### src/hdl/keypad_lock_pkg.sv
/*
 * Shared constants and types for the keypad security menu controller.
 * Assumes one clock domain (pclk, 200 MHz) and an APB3 master outside.
 */
package keypad_lock_pkg;

	// ==================================================
	// register map (byte addresses)
	localparam logic [11:0] ADDR_KEY         = 12'h000;
	localparam logic [11:0] ADDR_STATUS      = 12'h004;
	localparam logic [11:0] ADDR_PASS_ENTRY  = 12'h008;
	localparam logic [11:0] ADDR_PASS_DEF    = 12'h00C;
	localparam logic [11:0] ADDR_MASK        = 12'h010;
	localparam logic [11:0] ADDR_DISPLAY     = 12'h014;
	localparam logic [11:0] ADDR_ERR_CYCLES  = 12'h018;
	localparam logic [11:0] ADDR_PLANT       = 12'h01C;

	// ==================================================
	// key codes written into the key register
	localparam logic [3:0] KEY_NONE     = 4'h0;
	localparam logic [3:0] KEY_UP       = 4'h1;
	localparam logic [3:0] KEY_DOWN     = 4'h2;
	localparam logic [3:0] KEY_LEFT     = 4'h3;
	localparam logic [3:0] KEY_RIGHT    = 4'h4;
	localparam logic [3:0] KEY_ENTER    = 4'h5;
	localparam logic [3:0] KEY_SECURITY = 4'h6;
	localparam logic [3:0] KEY_VAR      = 4'h7;
	localparam logic [3:0] KEY_SETPT    = 4'h8;
	localparam logic [3:0] KEY_DIAGNOSTIC_MENU_KEY     = 4'h9;

	// ==================================================
	// six BCD digits per security variable
	localparam int DIGITS = 6;
	localparam logic [23:0] PASS_ENTRY_RESET = 24'h000332;
	localparam logic [23:0] PASS_DEF_RESET   = 24'h000332;
	localparam logic [23:0] MASK_RESET       = 24'h000000;

	// mask digit positions (digit 0 is right-most)
	localparam int MASK_VAR_EDIT   = 4;
	localparam int MASK_SETPT_EDIT = 3;
	localparam int MASK_DIAGNOSTIC_MENU_KEY       = 2;
	localparam int MASK_SP_SCROLL  = 1;
	localparam int MASK_AR_SCROLL  = 0;

	// variable selection
	localparam logic [1:0] SEL_ENTRY = 2'd0;
	localparam logic [1:0] SEL_DEF   = 2'd1;
	localparam logic [1:0] SEL_MASK  = 2'd2;

	// display code for the concealment mnemonic (not a digit pattern)
	localparam logic [23:0] CONCEALED_CODE = 24'hFFFFFF;

	// error stretch: time and derived cycles
	localparam int CLK_MHZ       = 200;
	localparam int ERR_TIME_NS   = 100;
	localparam logic [15:0] ERR_CYCLES_RESET = 16'(ERR_TIME_NS * CLK_MHZ / 1000);

	typedef enum logic [2:0] {
		MENU_IDLE   = 3'b000,
		MENU_SEC_L1 = 3'b001,
		MENU_SEC_L2 = 3'b011,
		MENU_VAR    = 3'b010,
		MENU_SETPT  = 3'b110,
		MENU_DIAGNOSTIC_MENU_KEY   = 3'b111
	} menu_t;

	typedef struct packed {
		logic        program_led;
		logic        setpoint_speed_led;
		logic        all_flash;
		logic [5:0]  flash_digit;
		logic        concealed_indicator;
		logic [23:0] digits;
	} display_t;

	typedef struct packed {
		logic var_edit_en;
		logic setpt_edit_en;
		logic sp_scroll_en;
		logic ar_scroll_en;
		logic control_en;
	} gates_t;

endpackage : keypad_lock_pkg

### src/hdl/bcd_digit_step.sv
/*
 * Steps one BCD digit of a six digit word up or down with decade wrap.
 * Assumes digit index 0..5 and valid BCD input.
 */
`timescale 1ns/1ps
`default_nettype none

module bcd_digit_step (
	input  wire logic [23:0] value_in,   // current value
	input  wire logic [2:0]  position,   // digit to step
	input  wire logic        step_down,  // 1 = decrement
	input  wire logic        binary,     // mask digits toggle 0/1 only
	output logic      [23:0] value_out   // stepped value
);
	logic [3:0] cur;
	logic [3:0] nxt;

	always_comb begin
		cur = value_in[position*4 +: 4];
		if (binary) begin
			nxt = (cur == 4'h0) ? 4'h1 : 4'h0;
		end else if (step_down) begin
			nxt = (cur == 4'h0) ? 4'h9 : cur - 4'h1;
		end else begin
			nxt = (cur >= 4'h9) ? 4'h0 : cur + 4'h1;
		end
		value_out = value_in;
		value_out[position*4 +: 4] = nxt;
	end
endmodule // bcd_digit_step

`default_nettype wire

### src/hdl/err_stretch.sv
/*
 * Stretches a one-cycle error event into a lamp pulse of a set length.
 * Assumes the length register is at least one.
 */
`timescale 1ns/1ps
`default_nettype none

module err_stretch (
	input  wire logic        pclk,      // clock
	input  wire logic        presetn,   // async reset, low
	input  wire logic        trigger,   // one-cycle error event
	input  wire logic [15:0] length,    // lamp length in cycles
	output logic             err_led    // error lamp
);
	logic [15:0] count_reg;

	// a new event restarts the count rather than being lost
	always_ff @(posedge pclk or negedge presetn) begin
		if (!presetn) begin
			count_reg <= 16'h0000;
		end else if (trigger) begin
			count_reg <= (length == 16'h0000) ? 16'h0001 : length;
		end else if (count_reg != 16'h0000) begin
			count_reg <= count_reg - 16'h0001;
		end
	end

	assign err_led = (count_reg != 16'h0000);
endmodule // err_stretch

`default_nettype wire

### src/hdl/keypad_lock_menu.sv
/*
 * Keypad security menu controller with an APB3 register slave.
 * Assumes an APB3 master; keys arrive as writes to the key register.
 */
`timescale 1ns/1ps
`default_nettype none

module keypad_lock_menu (
	input  wire logic        pclk,             // 200 MHz clock
	input  wire logic        presetn,          // async reset, low
	input  wire logic        psel,             // APB select
	input  wire logic        penable,          // APB enable
	input  wire logic        pwrite,           // APB direction
	input  wire logic [11:0] paddr,            // APB byte address
	input  wire logic [31:0] pwdata,           // APB write data
	output logic      [31:0] prdata,           // APB read data
	output logic             pready,           // APB ready
	output logic             pslverr,          // APB error
	input  wire logic        run_switch,       // run/stop input, 1 = closed
	input  wire logic [11:0] converter_code,   // output converter code
	output logic             program_led,      // program lamp
	output logic             setpoint_speed_led, // setpoint-speed lamp
	output logic             err_led,          // error lamp
	output keypad_lock_pkg::display_t display, // display contents
	output keypad_lock_pkg::gates_t   gates    // lock-effect gates to the controller
);
	keypad_lock_pkg::menu_t menu_reg;
	// selection survives leaving the menu, so it reopens on the last variable
	logic [1:0]  sel_reg;
	logic [2:0]  pos_reg;
	logic [23:0] edit_reg;
	logic [23:0] pass_entry_reg;
	logic [23:0] pass_def_reg;
	logic [23:0] mask_reg;
	logic [15:0] err_cycles_reg;
	logic        unlocked;
	logic        key_valid;
	logic [3:0]  key_code;
	logic        err_event;
	logic        edit_locked;
	logic        diagnostic_menu_key_ok;
	logic [23:0] stepped;
	logic        apb_access;
	logic        addr_ok;

	// ==================================================
	// APB slave: zero wait, unmapped addresses flag an error
	assign apb_access = psel && penable;
	assign pready     = 1'b1;
	always_comb begin
		case (paddr)
			keypad_lock_pkg::ADDR_KEY,
			keypad_lock_pkg::ADDR_STATUS,
			keypad_lock_pkg::ADDR_PASS_ENTRY,
			keypad_lock_pkg::ADDR_PASS_DEF,
			keypad_lock_pkg::ADDR_MASK,
			keypad_lock_pkg::ADDR_DISPLAY,
			keypad_lock_pkg::ADDR_ERR_CYCLES,
			keypad_lock_pkg::ADDR_PLANT: addr_ok = 1'b1;
			default: addr_ok = 1'b0;
		endcase
	end
	assign pslverr   = apb_access && !addr_ok;
	assign key_valid = apb_access && pwrite && (paddr == keypad_lock_pkg::ADDR_KEY);
	assign key_code  = pwdata[3:0];

	always_comb begin
		prdata = 32'h00000000;
		case (paddr)
			keypad_lock_pkg::ADDR_STATUS:
				prdata = {19'h0, gates, pos_reg, sel_reg, menu_reg};
			keypad_lock_pkg::ADDR_PASS_ENTRY: prdata = {8'h00, pass_entry_reg};
			// concealed while locked
			keypad_lock_pkg::ADDR_PASS_DEF:
				prdata = unlocked ? {8'h00, pass_def_reg} : 32'h00000000;
			keypad_lock_pkg::ADDR_MASK:       prdata = {8'h00, mask_reg};
			keypad_lock_pkg::ADDR_DISPLAY:    prdata = {8'h00, display.digits};
			keypad_lock_pkg::ADDR_ERR_CYCLES: prdata = {16'h0000, err_cycles_reg};
			keypad_lock_pkg::ADDR_PLANT:
				prdata = {19'h0, run_switch, converter_code};
			default: prdata = 32'h00000000;
		endcase
	end

	always_ff @(posedge pclk or negedge presetn) begin
		if (!presetn) begin
			err_cycles_reg <= keypad_lock_pkg::ERR_CYCLES_RESET;
		end else if (apb_access && pwrite && paddr == keypad_lock_pkg::ADDR_ERR_CYCLES) begin
			err_cycles_reg <= pwdata[15:0];
		end
	end

	// ==================================================
	// lock state and gates
	assign unlocked = (pass_entry_reg == pass_def_reg);
	// definition and mask are frozen while locked
	assign edit_locked = !unlocked && (sel_reg != keypad_lock_pkg::SEL_ENTRY);
	assign diagnostic_menu_key_ok = !run_switch && (converter_code == 12'h000)
		&& (unlocked || mask_reg[keypad_lock_pkg::MASK_DIAGNOSTIC_MENU_KEY*4] == 1'b0);

	always_comb begin
		// control keeps running except inside diagnostics
		gates.control_en    = (menu_reg != keypad_lock_pkg::MENU_DIAGNOSTIC_MENU_KEY);
		gates.var_edit_en   = unlocked || !mask_reg[keypad_lock_pkg::MASK_VAR_EDIT*4];
		gates.setpt_edit_en = unlocked || !mask_reg[keypad_lock_pkg::MASK_SETPT_EDIT*4];
		gates.sp_scroll_en  = unlocked || !mask_reg[keypad_lock_pkg::MASK_SP_SCROLL*4];
		gates.ar_scroll_en  = unlocked || !mask_reg[keypad_lock_pkg::MASK_AR_SCROLL*4];
	end

	bcd_digit_step u_step (
		.value_in  (edit_reg),
		.position  (pos_reg),
		.step_down (key_code == keypad_lock_pkg::KEY_DOWN),
		.binary    (sel_reg == keypad_lock_pkg::SEL_MASK),
		.value_out (stepped)
	);

	// ==================================================
	// menu state machine
	always_comb begin
		err_event = 1'b0;
		if (key_valid) begin
			case (menu_reg)
				keypad_lock_pkg::MENU_IDLE:
					err_event = (key_code == keypad_lock_pkg::KEY_DIAGNOSTIC_MENU_KEY) && !diagnostic_menu_key_ok;
				keypad_lock_pkg::MENU_SEC_L1:
					err_event = (key_code == keypad_lock_pkg::KEY_VAR)
						|| (key_code == keypad_lock_pkg::KEY_SETPT)
						|| (key_code == keypad_lock_pkg::KEY_LEFT)
						|| (key_code == keypad_lock_pkg::KEY_RIGHT)
						|| (key_code == keypad_lock_pkg::KEY_DIAGNOSTIC_MENU_KEY);
				keypad_lock_pkg::MENU_SEC_L2:
					err_event = (key_code == keypad_lock_pkg::KEY_VAR)
						|| (key_code == keypad_lock_pkg::KEY_SETPT)
						|| (key_code == keypad_lock_pkg::KEY_DIAGNOSTIC_MENU_KEY)
						|| (edit_locked && (key_code == keypad_lock_pkg::KEY_UP
						|| key_code == keypad_lock_pkg::KEY_DOWN
						|| key_code == keypad_lock_pkg::KEY_ENTER));
				default: err_event = 1'b0;
			endcase
		end
	end

	always_ff @(posedge pclk or negedge presetn) begin
		if (!presetn) begin
			menu_reg <= keypad_lock_pkg::MENU_IDLE;
			sel_reg  <= keypad_lock_pkg::SEL_ENTRY;
			pos_reg  <= 3'd0;
			edit_reg <= 24'h000000;
		end else if (key_valid && !err_event) begin
			case (menu_reg)
				keypad_lock_pkg::MENU_IDLE: begin
					case (key_code)
						keypad_lock_pkg::KEY_SECURITY: menu_reg <= keypad_lock_pkg::MENU_SEC_L1;
						keypad_lock_pkg::KEY_VAR:      menu_reg <= keypad_lock_pkg::MENU_VAR;
						keypad_lock_pkg::KEY_SETPT:    menu_reg <= keypad_lock_pkg::MENU_SETPT;
						keypad_lock_pkg::KEY_DIAGNOSTIC_MENU_KEY:     menu_reg <= keypad_lock_pkg::MENU_DIAGNOSTIC_MENU_KEY;
						default: menu_reg <= menu_reg;
					endcase
				end
				keypad_lock_pkg::MENU_SEC_L1: begin
					case (key_code)
						keypad_lock_pkg::KEY_UP:
							sel_reg <= (sel_reg == keypad_lock_pkg::SEL_MASK)
								? keypad_lock_pkg::SEL_ENTRY : sel_reg + 2'd1;
						keypad_lock_pkg::KEY_DOWN:
							sel_reg <= (sel_reg == keypad_lock_pkg::SEL_ENTRY)
								? keypad_lock_pkg::SEL_MASK : sel_reg - 2'd1;
						keypad_lock_pkg::KEY_ENTER: begin
							menu_reg <= keypad_lock_pkg::MENU_SEC_L2;
							pos_reg  <= 3'd0;
							case (sel_reg)
								keypad_lock_pkg::SEL_ENTRY: edit_reg <= pass_entry_reg;
								keypad_lock_pkg::SEL_DEF:   edit_reg <= pass_def_reg;
								default:                    edit_reg <= mask_reg;
							endcase
						end
						keypad_lock_pkg::KEY_SECURITY: menu_reg <= keypad_lock_pkg::MENU_IDLE;
						default: menu_reg <= menu_reg;
					endcase
				end
				keypad_lock_pkg::MENU_SEC_L2: begin
					case (key_code)
						keypad_lock_pkg::KEY_UP, keypad_lock_pkg::KEY_DOWN:
							edit_reg <= stepped;
						// mask keeps its left-most digit at zero, so it wraps after digit four
						keypad_lock_pkg::KEY_LEFT:
							pos_reg <= (pos_reg >= ((sel_reg == keypad_lock_pkg::SEL_MASK)
								? 3'd4 : 3'd5)) ? 3'd0 : pos_reg + 3'd1;
						keypad_lock_pkg::KEY_RIGHT:
							pos_reg <= (pos_reg == 3'd0) ? ((sel_reg == keypad_lock_pkg::SEL_MASK)
								? 3'd4 : 3'd5) : pos_reg - 3'd1;
						keypad_lock_pkg::KEY_ENTER:    menu_reg <= keypad_lock_pkg::MENU_SEC_L1;
						keypad_lock_pkg::KEY_SECURITY: menu_reg <= keypad_lock_pkg::MENU_IDLE;
						default: menu_reg <= menu_reg;
					endcase
				end
				// other menus are left with their own key; nothing else here
				keypad_lock_pkg::MENU_VAR:
					if (key_code == keypad_lock_pkg::KEY_VAR) menu_reg <= keypad_lock_pkg::MENU_IDLE;
				keypad_lock_pkg::MENU_SETPT:
					if (key_code == keypad_lock_pkg::KEY_SETPT) menu_reg <= keypad_lock_pkg::MENU_IDLE;
				keypad_lock_pkg::MENU_DIAGNOSTIC_MENU_KEY:
					if (key_code == keypad_lock_pkg::KEY_DIAGNOSTIC_MENU_KEY) menu_reg <= keypad_lock_pkg::MENU_IDLE;
				default: menu_reg <= keypad_lock_pkg::MENU_IDLE;
			endcase
		end
	end

	// ==================================================
	// committed security variables, effective at once
	always_ff @(posedge pclk or negedge presetn) begin
		if (!presetn) begin
			pass_entry_reg <= keypad_lock_pkg::PASS_ENTRY_RESET;
			pass_def_reg   <= keypad_lock_pkg::PASS_DEF_RESET;
			mask_reg       <= keypad_lock_pkg::MASK_RESET;
		end else if (key_valid && !err_event && menu_reg == keypad_lock_pkg::MENU_SEC_L2
			&& key_code == keypad_lock_pkg::KEY_ENTER) begin
			case (sel_reg)
				keypad_lock_pkg::SEL_ENTRY: pass_entry_reg <= edit_reg;
				keypad_lock_pkg::SEL_DEF:   pass_def_reg   <= edit_reg;
				default:                    mask_reg       <= {4'h0, edit_reg[19:0]};
			endcase
		end
	end

	err_stretch u_err (
		.pclk    (pclk),
		.presetn (presetn),
		.trigger (err_event),
		.length  (err_cycles_reg),
		.err_led (err_led)
	);

	// ==================================================
	// lamps and display
	always_comb begin
		display = '0;
		if (menu_reg == keypad_lock_pkg::MENU_SEC_L1) begin
			display.all_flash = 1'b1;
			display.digits    = {22'h000000, sel_reg};
		end else if (menu_reg == keypad_lock_pkg::MENU_SEC_L2) begin
			display.flash_digit = 6'd1 << pos_reg;
			if (sel_reg == keypad_lock_pkg::SEL_DEF && !unlocked) begin
				display.concealed_indicator = 1'b1;
				display.digits = keypad_lock_pkg::CONCEALED_CODE;
			end else begin
				display.digits = edit_reg;
			end
		end
		display.program_led        = program_led;
		display.setpoint_speed_led = setpoint_speed_led;
	end

	assign program_led = (menu_reg == keypad_lock_pkg::MENU_SEC_L1)
		|| (menu_reg == keypad_lock_pkg::MENU_SEC_L2);
	assign setpoint_speed_led = program_led;

endmodule // keypad_lock_menu

`default_nettype wire

### config.mk
export PLATFORM = sky130hd
export DESIGN_NAME = keypad_lock_menu
export DESIGN_NICKNAME = d
export VERILOG_FILES = /design/src/hdl/keypad_lock_pkg.sv /design/src/hdl/bcd_digit_step.sv /design/src/hdl/err_stretch.sv /design/src/hdl/keypad_lock_menu.sv
export SDC_FILE = /design/constraint.sdc
export NUM_CORES = 1
export LEC_CHECK = 0
export ABC_AREA = 1
export BUFFER_PORTS_ARGS = -buffer_cell sky130_fd_sc_hd__buf_2
export CAP_MARGIN = 20
export CORE_MARGIN = 2
export CORE_UTILIZATION = 40
export CTS_CLUSTER_SIZE = 20
export DETAILED_ROUTE_END_ITERATION = 8
export PLACE_DENSITY_LB_ADDON = 0.25
export SLEW_MARGIN = 20
export SYNTH_ARGS = -nofsm -noshare
export SYNTH_HDL_FRONTEND = slang
export SYNTH_SLANG_ARGS = --single-unit
### constraint.sdc
create_clock -name pclk -period 3.66 [get_ports pclk]
set_input_delay 0.366 -clock pclk [delete_from_list [all_inputs] [get_ports pclk]]
set_output_delay 0.366 -clock pclk [all_outputs]
set_load 0.05 [all_outputs]
==> metrics.md, run 1 <==
| Metric | Value |
|---|---|
| CTS Sinks | 132 |
| GP Congestion | 0.943 |
| Syn. warnings | 0 |
| Synth Flop Type | dfrtp_1 |
| Final net count | 1466 |
| Via Count | 9148 |
| Post-synth EDFFs | 0 |
| Slowest-stage cell, CP | dfrtp_1 |
| Rel. slew slack | 36.7% |
| DRC viols | 0 |
| Actual slew at the worst max-slew pin | 0.949 ns |
| Min cycle time layout | 3.33 ns |
| Core ar. | 21800 µm² |
| Iter 0 DRT Violations | 797 |
| Setup tns final | 0 ns |
| H-tree depth | 4 |
| Final Hold Viols | 0 |
| Vias per std cell | 5.45 |
| Crit path DAT | 2.97 ns |
| RSZ-0062 raised after global routing | false |
| CP most frequent cell | buf_4 |
| Worst Setup End Kind | output port |
| Power per cell area | 363 nW/µm² |
| MaxCap Viol Count | 0 |
| R2R cell count | 15 |
| First-pass GRT wire length | 48100 µm |
| Synth async-reset ratio | 100% |
| Critical Path Fanout Max | 41 |
| Drt total wl | 30700 µm |
| Crit path max-delay family | buffers and inverters |
| DIE HEIGHT | 153 µm |
| ANT nets after route | 0 |
| Vias in the first global route | 8636 |
| Max frequency | 0.300 GHz |
| Fin crit share | 91.1% |
| Area Growth Syn to Fin | 17.5% |
| Antenna violations before repair | 0 |
| Clock transition at path regs | 0.06 ns |
| Mapped Avg Cell Area | 6.93 µm² |
| CP Class | flip-flop to output port |
| Initial Utilization | 40.7% |
| Area of the die | 23400 µm² |
| Worst skew pair latency | 0.43 ns |
| Post-CTS setup buffers | 0 |
| Routed WL per cell | 18.3 µm |
| Cell area after synthesis | 8880 µm² |
| Final clock skew | 0.00821 ns |
| CTS tree | built |
| Crit path cell chain | nor3_2, buf_4, inv_2, buf_4, o21ai_0, nand2_1, o221ai_1, buf_2 |
| Fin. max-slew vios | 0 |
| Flops & latches, synth | 132 |
| Worst Hold Class | input port to asynchronous set/reset pin |
| FP Rows | 54 |
| Mapped Cells | 1282 |
| Setup violators final | 0 |
| Final Worst Setup Slack | 0.327 ns |
| Part of the Yosys area used for sequential elements | 37.4% |
| Buffers on Ports | 112 |
| CTS Buffer Depth | 2 |
| DP Wirelength | 22600 µm |
| Netlist cell types | 47 |
| Status | completed |
| Total CTS buffers | 17 |
| Leak pwr | 5.04 nW |
| GRT Overall Usage | 26.0% |
| CP max stage delay | 0.49 ns |
| DRT Pass-1 Iters | 8 |
| Pre-CTS setup slack | 0.546 ns |
| Largest net degree at the start of global routing | 96 |
| Crit start category | flip-flop |
| Worst IR Drop VDD | 239 µV |
| # diodes | 0 |
| Ports | 138 |
| Cell depth of the worst setup path | 8 |
| Global route overflow | 0 |
| Hold_ws | 0.0613 ns |
| Worst Path Required | 3.29 ns |
| Chip width | 153 µm |
| Buf/Inv on CP | 4 |
| Clk root buf | clkbuf_16 |
| Ratio of cells with drive above 1 in the final layout | 16.1% |
-- what timing repair did --
item                       in CTS  in global routing
setup endpoints to repair       0                 12
gates resized for setup         0                  1
hold buffers                    0                  0
-- per-layer routing --
layer  share of wire [%]  global-route usage (%)  routed length (µm)
met1                  44                    35.2               13600
met2                  47                    43.0               14300
met3                 6.2                    4.20                1920
met4                 2.9                    8.02                 888
met5                   0                       0                   0
-- power breakdown --
group | switching, W | total, W | leakage [nW] | internal, W
Clock | 0.000708 | 0.00210 | 0.341 | 0.00139
Combinational | 0.000124 | 0.000186 | 3.05 | 0.0000621
Sequential | 0.0000261 | 0.00151 | 1.65 | 0.00148
Total | 0.000858 | 0.00379 | 5.04 | 0.00293
-- path summary, 6_finish.rpt --
kind | startpoint | end | slack (ns)
worst min-delay path | presetn | mask_reg[4] | 0.06
max in group asynchronous | presetn | pass_def_reg[8] | 2.70
worst max-delay path | menu_reg[2] | prdata[22] | 0.33
worst min register to register | pass_entry_reg[9] | pass_entry_reg[9] | 0.49
min in group pclk | pwdata[14] | err_cycles_reg[14] | 0.18
worst max register to register | pos_reg[2] | edit_reg[4] | 0.47
-- metrics by stage --
step	instances	area [µm²]	power [W]	utilization, %
after floorplan	1289	8910	0.00164	-
after global placement	1648	9720	0.00172	44.6
after detailed placement	1648	9720	0.00172	44.6
after CTS	1680	10400	0.00380	47.8
after global routing	1680	10400	0.00388	47.8
final	1680	10400	0.00379	47.8
-- cell usage in the layout, fill, tap and decap left out, drive strengths merged, types with 11 or more instances in the layout --
| cell type | instances |
|---|---|
| ha | 17 |
| a21oi | 53 |
| nand3 | 45 |
| nand2 | 331 |
| o221ai | 11 |
| xor2 | 17 |
| clkbuf | 20 |
| nor3 | 23 |
| inv | 189 |
| nand4 | 14 |
| o22ai | 33 |
| dfstp | 12 |
| nor2 | 126 |
| o21ai | 148 |
| o211ai | 22 |
| dfrtp | 120 |
| buf | 139 |
-- Yosys cell counts, types with 2 or more instances --
library cell / count / area share, %
a211oi_1: 9 / 0.76
a21oi_1: 52 / 2.9
a221oi_1: 5 / 0.49
a31oi_1: 3 / 0.21
buf_2: 13 / 0.73
buf_4: 12 / 1.0
buf_6: 6 / 0.76
clkbuf_1: 27 / 1.1
clkinv_1: 3 / 0.13
conb_1: 2 / 0.085
dfrtp_1: 120 / 34
dfstp_2: 12 / 3.5
ha_1: 17 / 2.4
inv_1: 180 / 7.6
inv_2: 8 / 0.34
mux2_2: 3 / 0.38
nand2_1: 331 / 14
nand3_1: 41 / 2.3
nand3_2: 3 / 0.34
nand4_1: 14 / 0.99
nor2_1: 119 / 5.0
nor2_2: 6 / 0.42
nor3_1: 23 / 1.3
nor4_1: 9 / 0.63
o2111ai_1: 8 / 0.79
o211ai_1: 22 / 1.9
o21ai_0: 81 / 4.6
o21ai_1: 58 / 3.3
o21ai_2: 9 / 0.89
o221ai_1: 11 / 1.1
o22ai_1: 33 / 2.3
or2_2: 8 / 0.56
xnor2_1: 4 / 0.39
xor2_1: 17 / 1.7
-- final cells by class --
type                    count  area [µm²]
inverters                 191         717
fillers                  2237       11400
repair buffers            139         782
clock inverters            12         249
flip-flops and latches    132        3320
well taps                 280         350
multi-input cells         906        4560
clock buffers              20         457
-- cells by family after synthesis --
| logic type | after synthesis | share of synthesized area, % |
|---|---|---|
| DFF | 132 | 37.4 |
| adders and majority gates | 17 | 2.39 |
| other | 2 | 0.0846 |
| xor gates and xnor gates | 21 | 2.07 |
| buffers and inverters | 251 | 11.8 |
| and+or+nand+nor | 559 | 26.1 |
| AOI/OAI and AO/OA | 296 | 19.7 |
| muxes | 4 | 0.493 |
(Power assumes the default switching activity.)
==> run 2, diff against run 1 <==
CTS_BUF_LIST = sky130_fd_sc_hd__clkbuf_16   (was default)
==> metrics.md, run 2 (same netlist as run 1, synthesis figures left out) <==
| Metric | Value |
|---|---|
| Most common cell after layout, fill and taps aside | nand2_1 (unchanged) |
| DIE HEIGHT | 153 µm (unchanged) |
| Worst Setup End Kind | output port (unchanged) |
| Initial Utilization | 40.7% (unchanged) |
| Critical Path Fanout Max | 41 (unchanged) |
| Via Count | 9130 (was 9148) |
| Clock transition at path regs | 0.06 ns (about the same) |
| Fin crit share | 90.8% (was 91.1%) |
| Worst Hold Class | input port to asynchronous set/reset pin (unchanged) |
| Post-DP Area | 9720 µm² (unchanged) |
| Crit path DAT | 2.96 ns (was 2.97 ns) |
| Worst skew pair latency | 0.42 ns (was 0.43 ns) |
| Leak pwr | 5.03 nW (was 5.04 nW) |
| Final core utilization | 47.7% (was 47.8%) |
| Vias in the first global route | 8589 (was 8636) |
| Commonest non-fill, non-tap cells in the layout | 331 x nand2_1, 181 x inv_1, 120 x dfrtp_1, 119 x nor2_1, 111 x buf_2 (was 331 x nand2_1, 180 x inv_1, 120 x dfrtp_1, 119 x nor2_1, 111 x buf_2) |
| Core ar. | 21800 µm² (unchanged) |
| Crit path launch | menu_reg[2] (unchanged) |
| Fin. max-slew vios | 0 (unchanged) |
| Post-CTS Hold Buffers | 0 (unchanged) |
| Reg-to-reg endpoint | edit_reg[4] (unchanged) |
| Largest net degree at the start of global routing | 96 (unchanged) |
| Routed WL per cell | 18.2 µm (was 18.3 µm) |
| DP Wirelength | 22600 µm (unchanged) |
| Final net count | 1466 (unchanged) |
| # resized after CTS | 0 (unchanged) |
| Final clock skew | 0.00718 ns (was 0.00821 ns) |
| FP Rows | 54 (unchanged) |
| Total CTS buffers | 17 (unchanged) |
| Reg2Reg Setup Slack | 0.42 ns (was 0.47 ns) |
| Finished layout cell area | 10400 µm² (about the same) |
| CP Class | flip-flop to output port (unchanged) |
| DRT Pass-1 Iters | 6 (was 8) |
| # diodes | 0 (unchanged) |
| GRT Overall Usage | 26.0% (about the same) |
| MaxCap Viol Count | 0 (unchanged) |
| Crit start category | flip-flop (unchanged) |
| CTS Sinks | 132 (unchanged) |
| Area Growth Syn to Fin | 17.2% (was 17.5%) |
| H-tree depth | 4 (unchanged) |
| Post-CTS setup buffers | 0 (unchanged) |
| ANT nets after route | 0 (unchanged) |
| Status | completed (unchanged) |
| First-pass GRT wire length | 48000 µm (was 48100 µm) |
| Antenna violations before repair | 0 (unchanged) |
| RSZ-0062 raised after global routing | false (unchanged) |
| Worst IR Drop VDD | 239 µV (about the same) |
| Area of the die | 23400 µm² (unchanged) |
| Max frequency | 0.301 GHz (was 0.300 GHz) |
| Ports | 138 (unchanged) |
| Worst Path Required | 3.29 ns (about the same) |
| Actual slew at the worst max-slew pin | 0.964 ns (was 0.949 ns) |
| Chip width | 153 µm (unchanged) |
| Fill count | 2236 (was 2237) |
| Buffers on Ports | 112 (unchanged) |
| Rel. slew slack | 35.5% (was 36.7%) |
| GP Congestion | 0.943 (unchanged) |
| Power per cell area | 359 nW/µm² (was 363 nW/µm²) |
| Clk root buf | clkbuf_16 (unchanged) |
| Drt total wl | 30600 µm (was 30700 µm) |
| R2r startpoint | pos_reg[2] (unchanged) |
| Min cycle time layout | 3.32 ns (was 3.33 ns) |
| CTS tree | built (unchanged) |
| Final Hold Viols | 0 (unchanged) |
| CTS Buffer Depth | 2 (unchanged) |
| DRC viols | 0 (unchanged) |
| Ratio of cells with drive above 1 in the final layout | 16.0% (was 16.1%) |
| R2R cell count | 15 (unchanged) |
| Setup violators final | 0 (unchanged) |
| Iter 0 DRT Violations | 874 (was 797) |
| Vias per std cell | 5.43 (was 5.45) |
| Setup tns final | 0 ns (unchanged) |
| Global route overflow | 0 (unchanged) |
run 2: changes by cell type in the layout (fill, tap and decap cells not counted):
cell      change
clkbuf_1      -1
clkbuf_8      -2
clkinv_1      +2
inv_1         +1
run 2: worst max-delay path, stage by stage, from the launching register on:
cell and delay, ns:
dfrtp_1 0.49, nor3_2 0.28, buf_4 0.29, inv_2 0.36, buf_4 0.32, o21ai_0 0.29, nand2_1 0.09, o221ai_1 0.10
buf_2 0.30
run 2: area by class of cell:
class                   instances  area [µm²]  area share, %
well taps                     280         350           3.36
clock inverters                15         260           2.50
repair buffers                139         782           7.51
clock buffers                  17         425           4.09
flip-flops and latches        132        3320           31.9
inverters                     191         717           6.88
multi-input cells             906        4560           43.8
run 2: per-stage QoR:
| step | hold WS (ns) | power (W) | std cells | worst slack, ns |
|---|---|---|---|---|
| 6_report | 0.0523 | 0.00374 | 1680 | 0.336 |
| 5_1_grt | 0.141 | 0.00384 | 1680 | 0.146 |
| 4_1_cts | 0.0930 | 0.00375 | 1680 | 0.0575 |
| 3_5_place_dp | 0.460 | 0.00172 | 1648 | 0.546 |
| 3_3_place_gp | 0.456 | 0.00172 | 1648 | 0.580 |
| 2_1_floorplan | 0.0704 | 0.00164 | 1289 | 0.0658 |
run 2: how the worst max path moves through the flow:
stage               slack (ns)         end  cells past startpoint
finish                    0.34  prdata[22]                      8
global route              0.15  prdata[23]                      8
CTS                       0.06  prdata[12]                     12
detailed placement        0.55  prdata[12]                     12
global placement          0.58  prdata[11]                     12
floorplan                 0.07  prdata[13]                      6
run 2: where the power goes:
part           switching (W)  internal, W
clock               0.000704      0.00134
combinational       0.000124    0.0000621
sequential         0.0000261      0.00148
total               0.000854      0.00289
run 2: routing by layer:
layer	wire (µm)	global-route usage [%]	vias up
met3	2170	3.91	51
li1	-	-	4398
met5	0	0	-
met2	14400	43.1	383
met4	760	7.76	0
met1	13300	35.2	4298
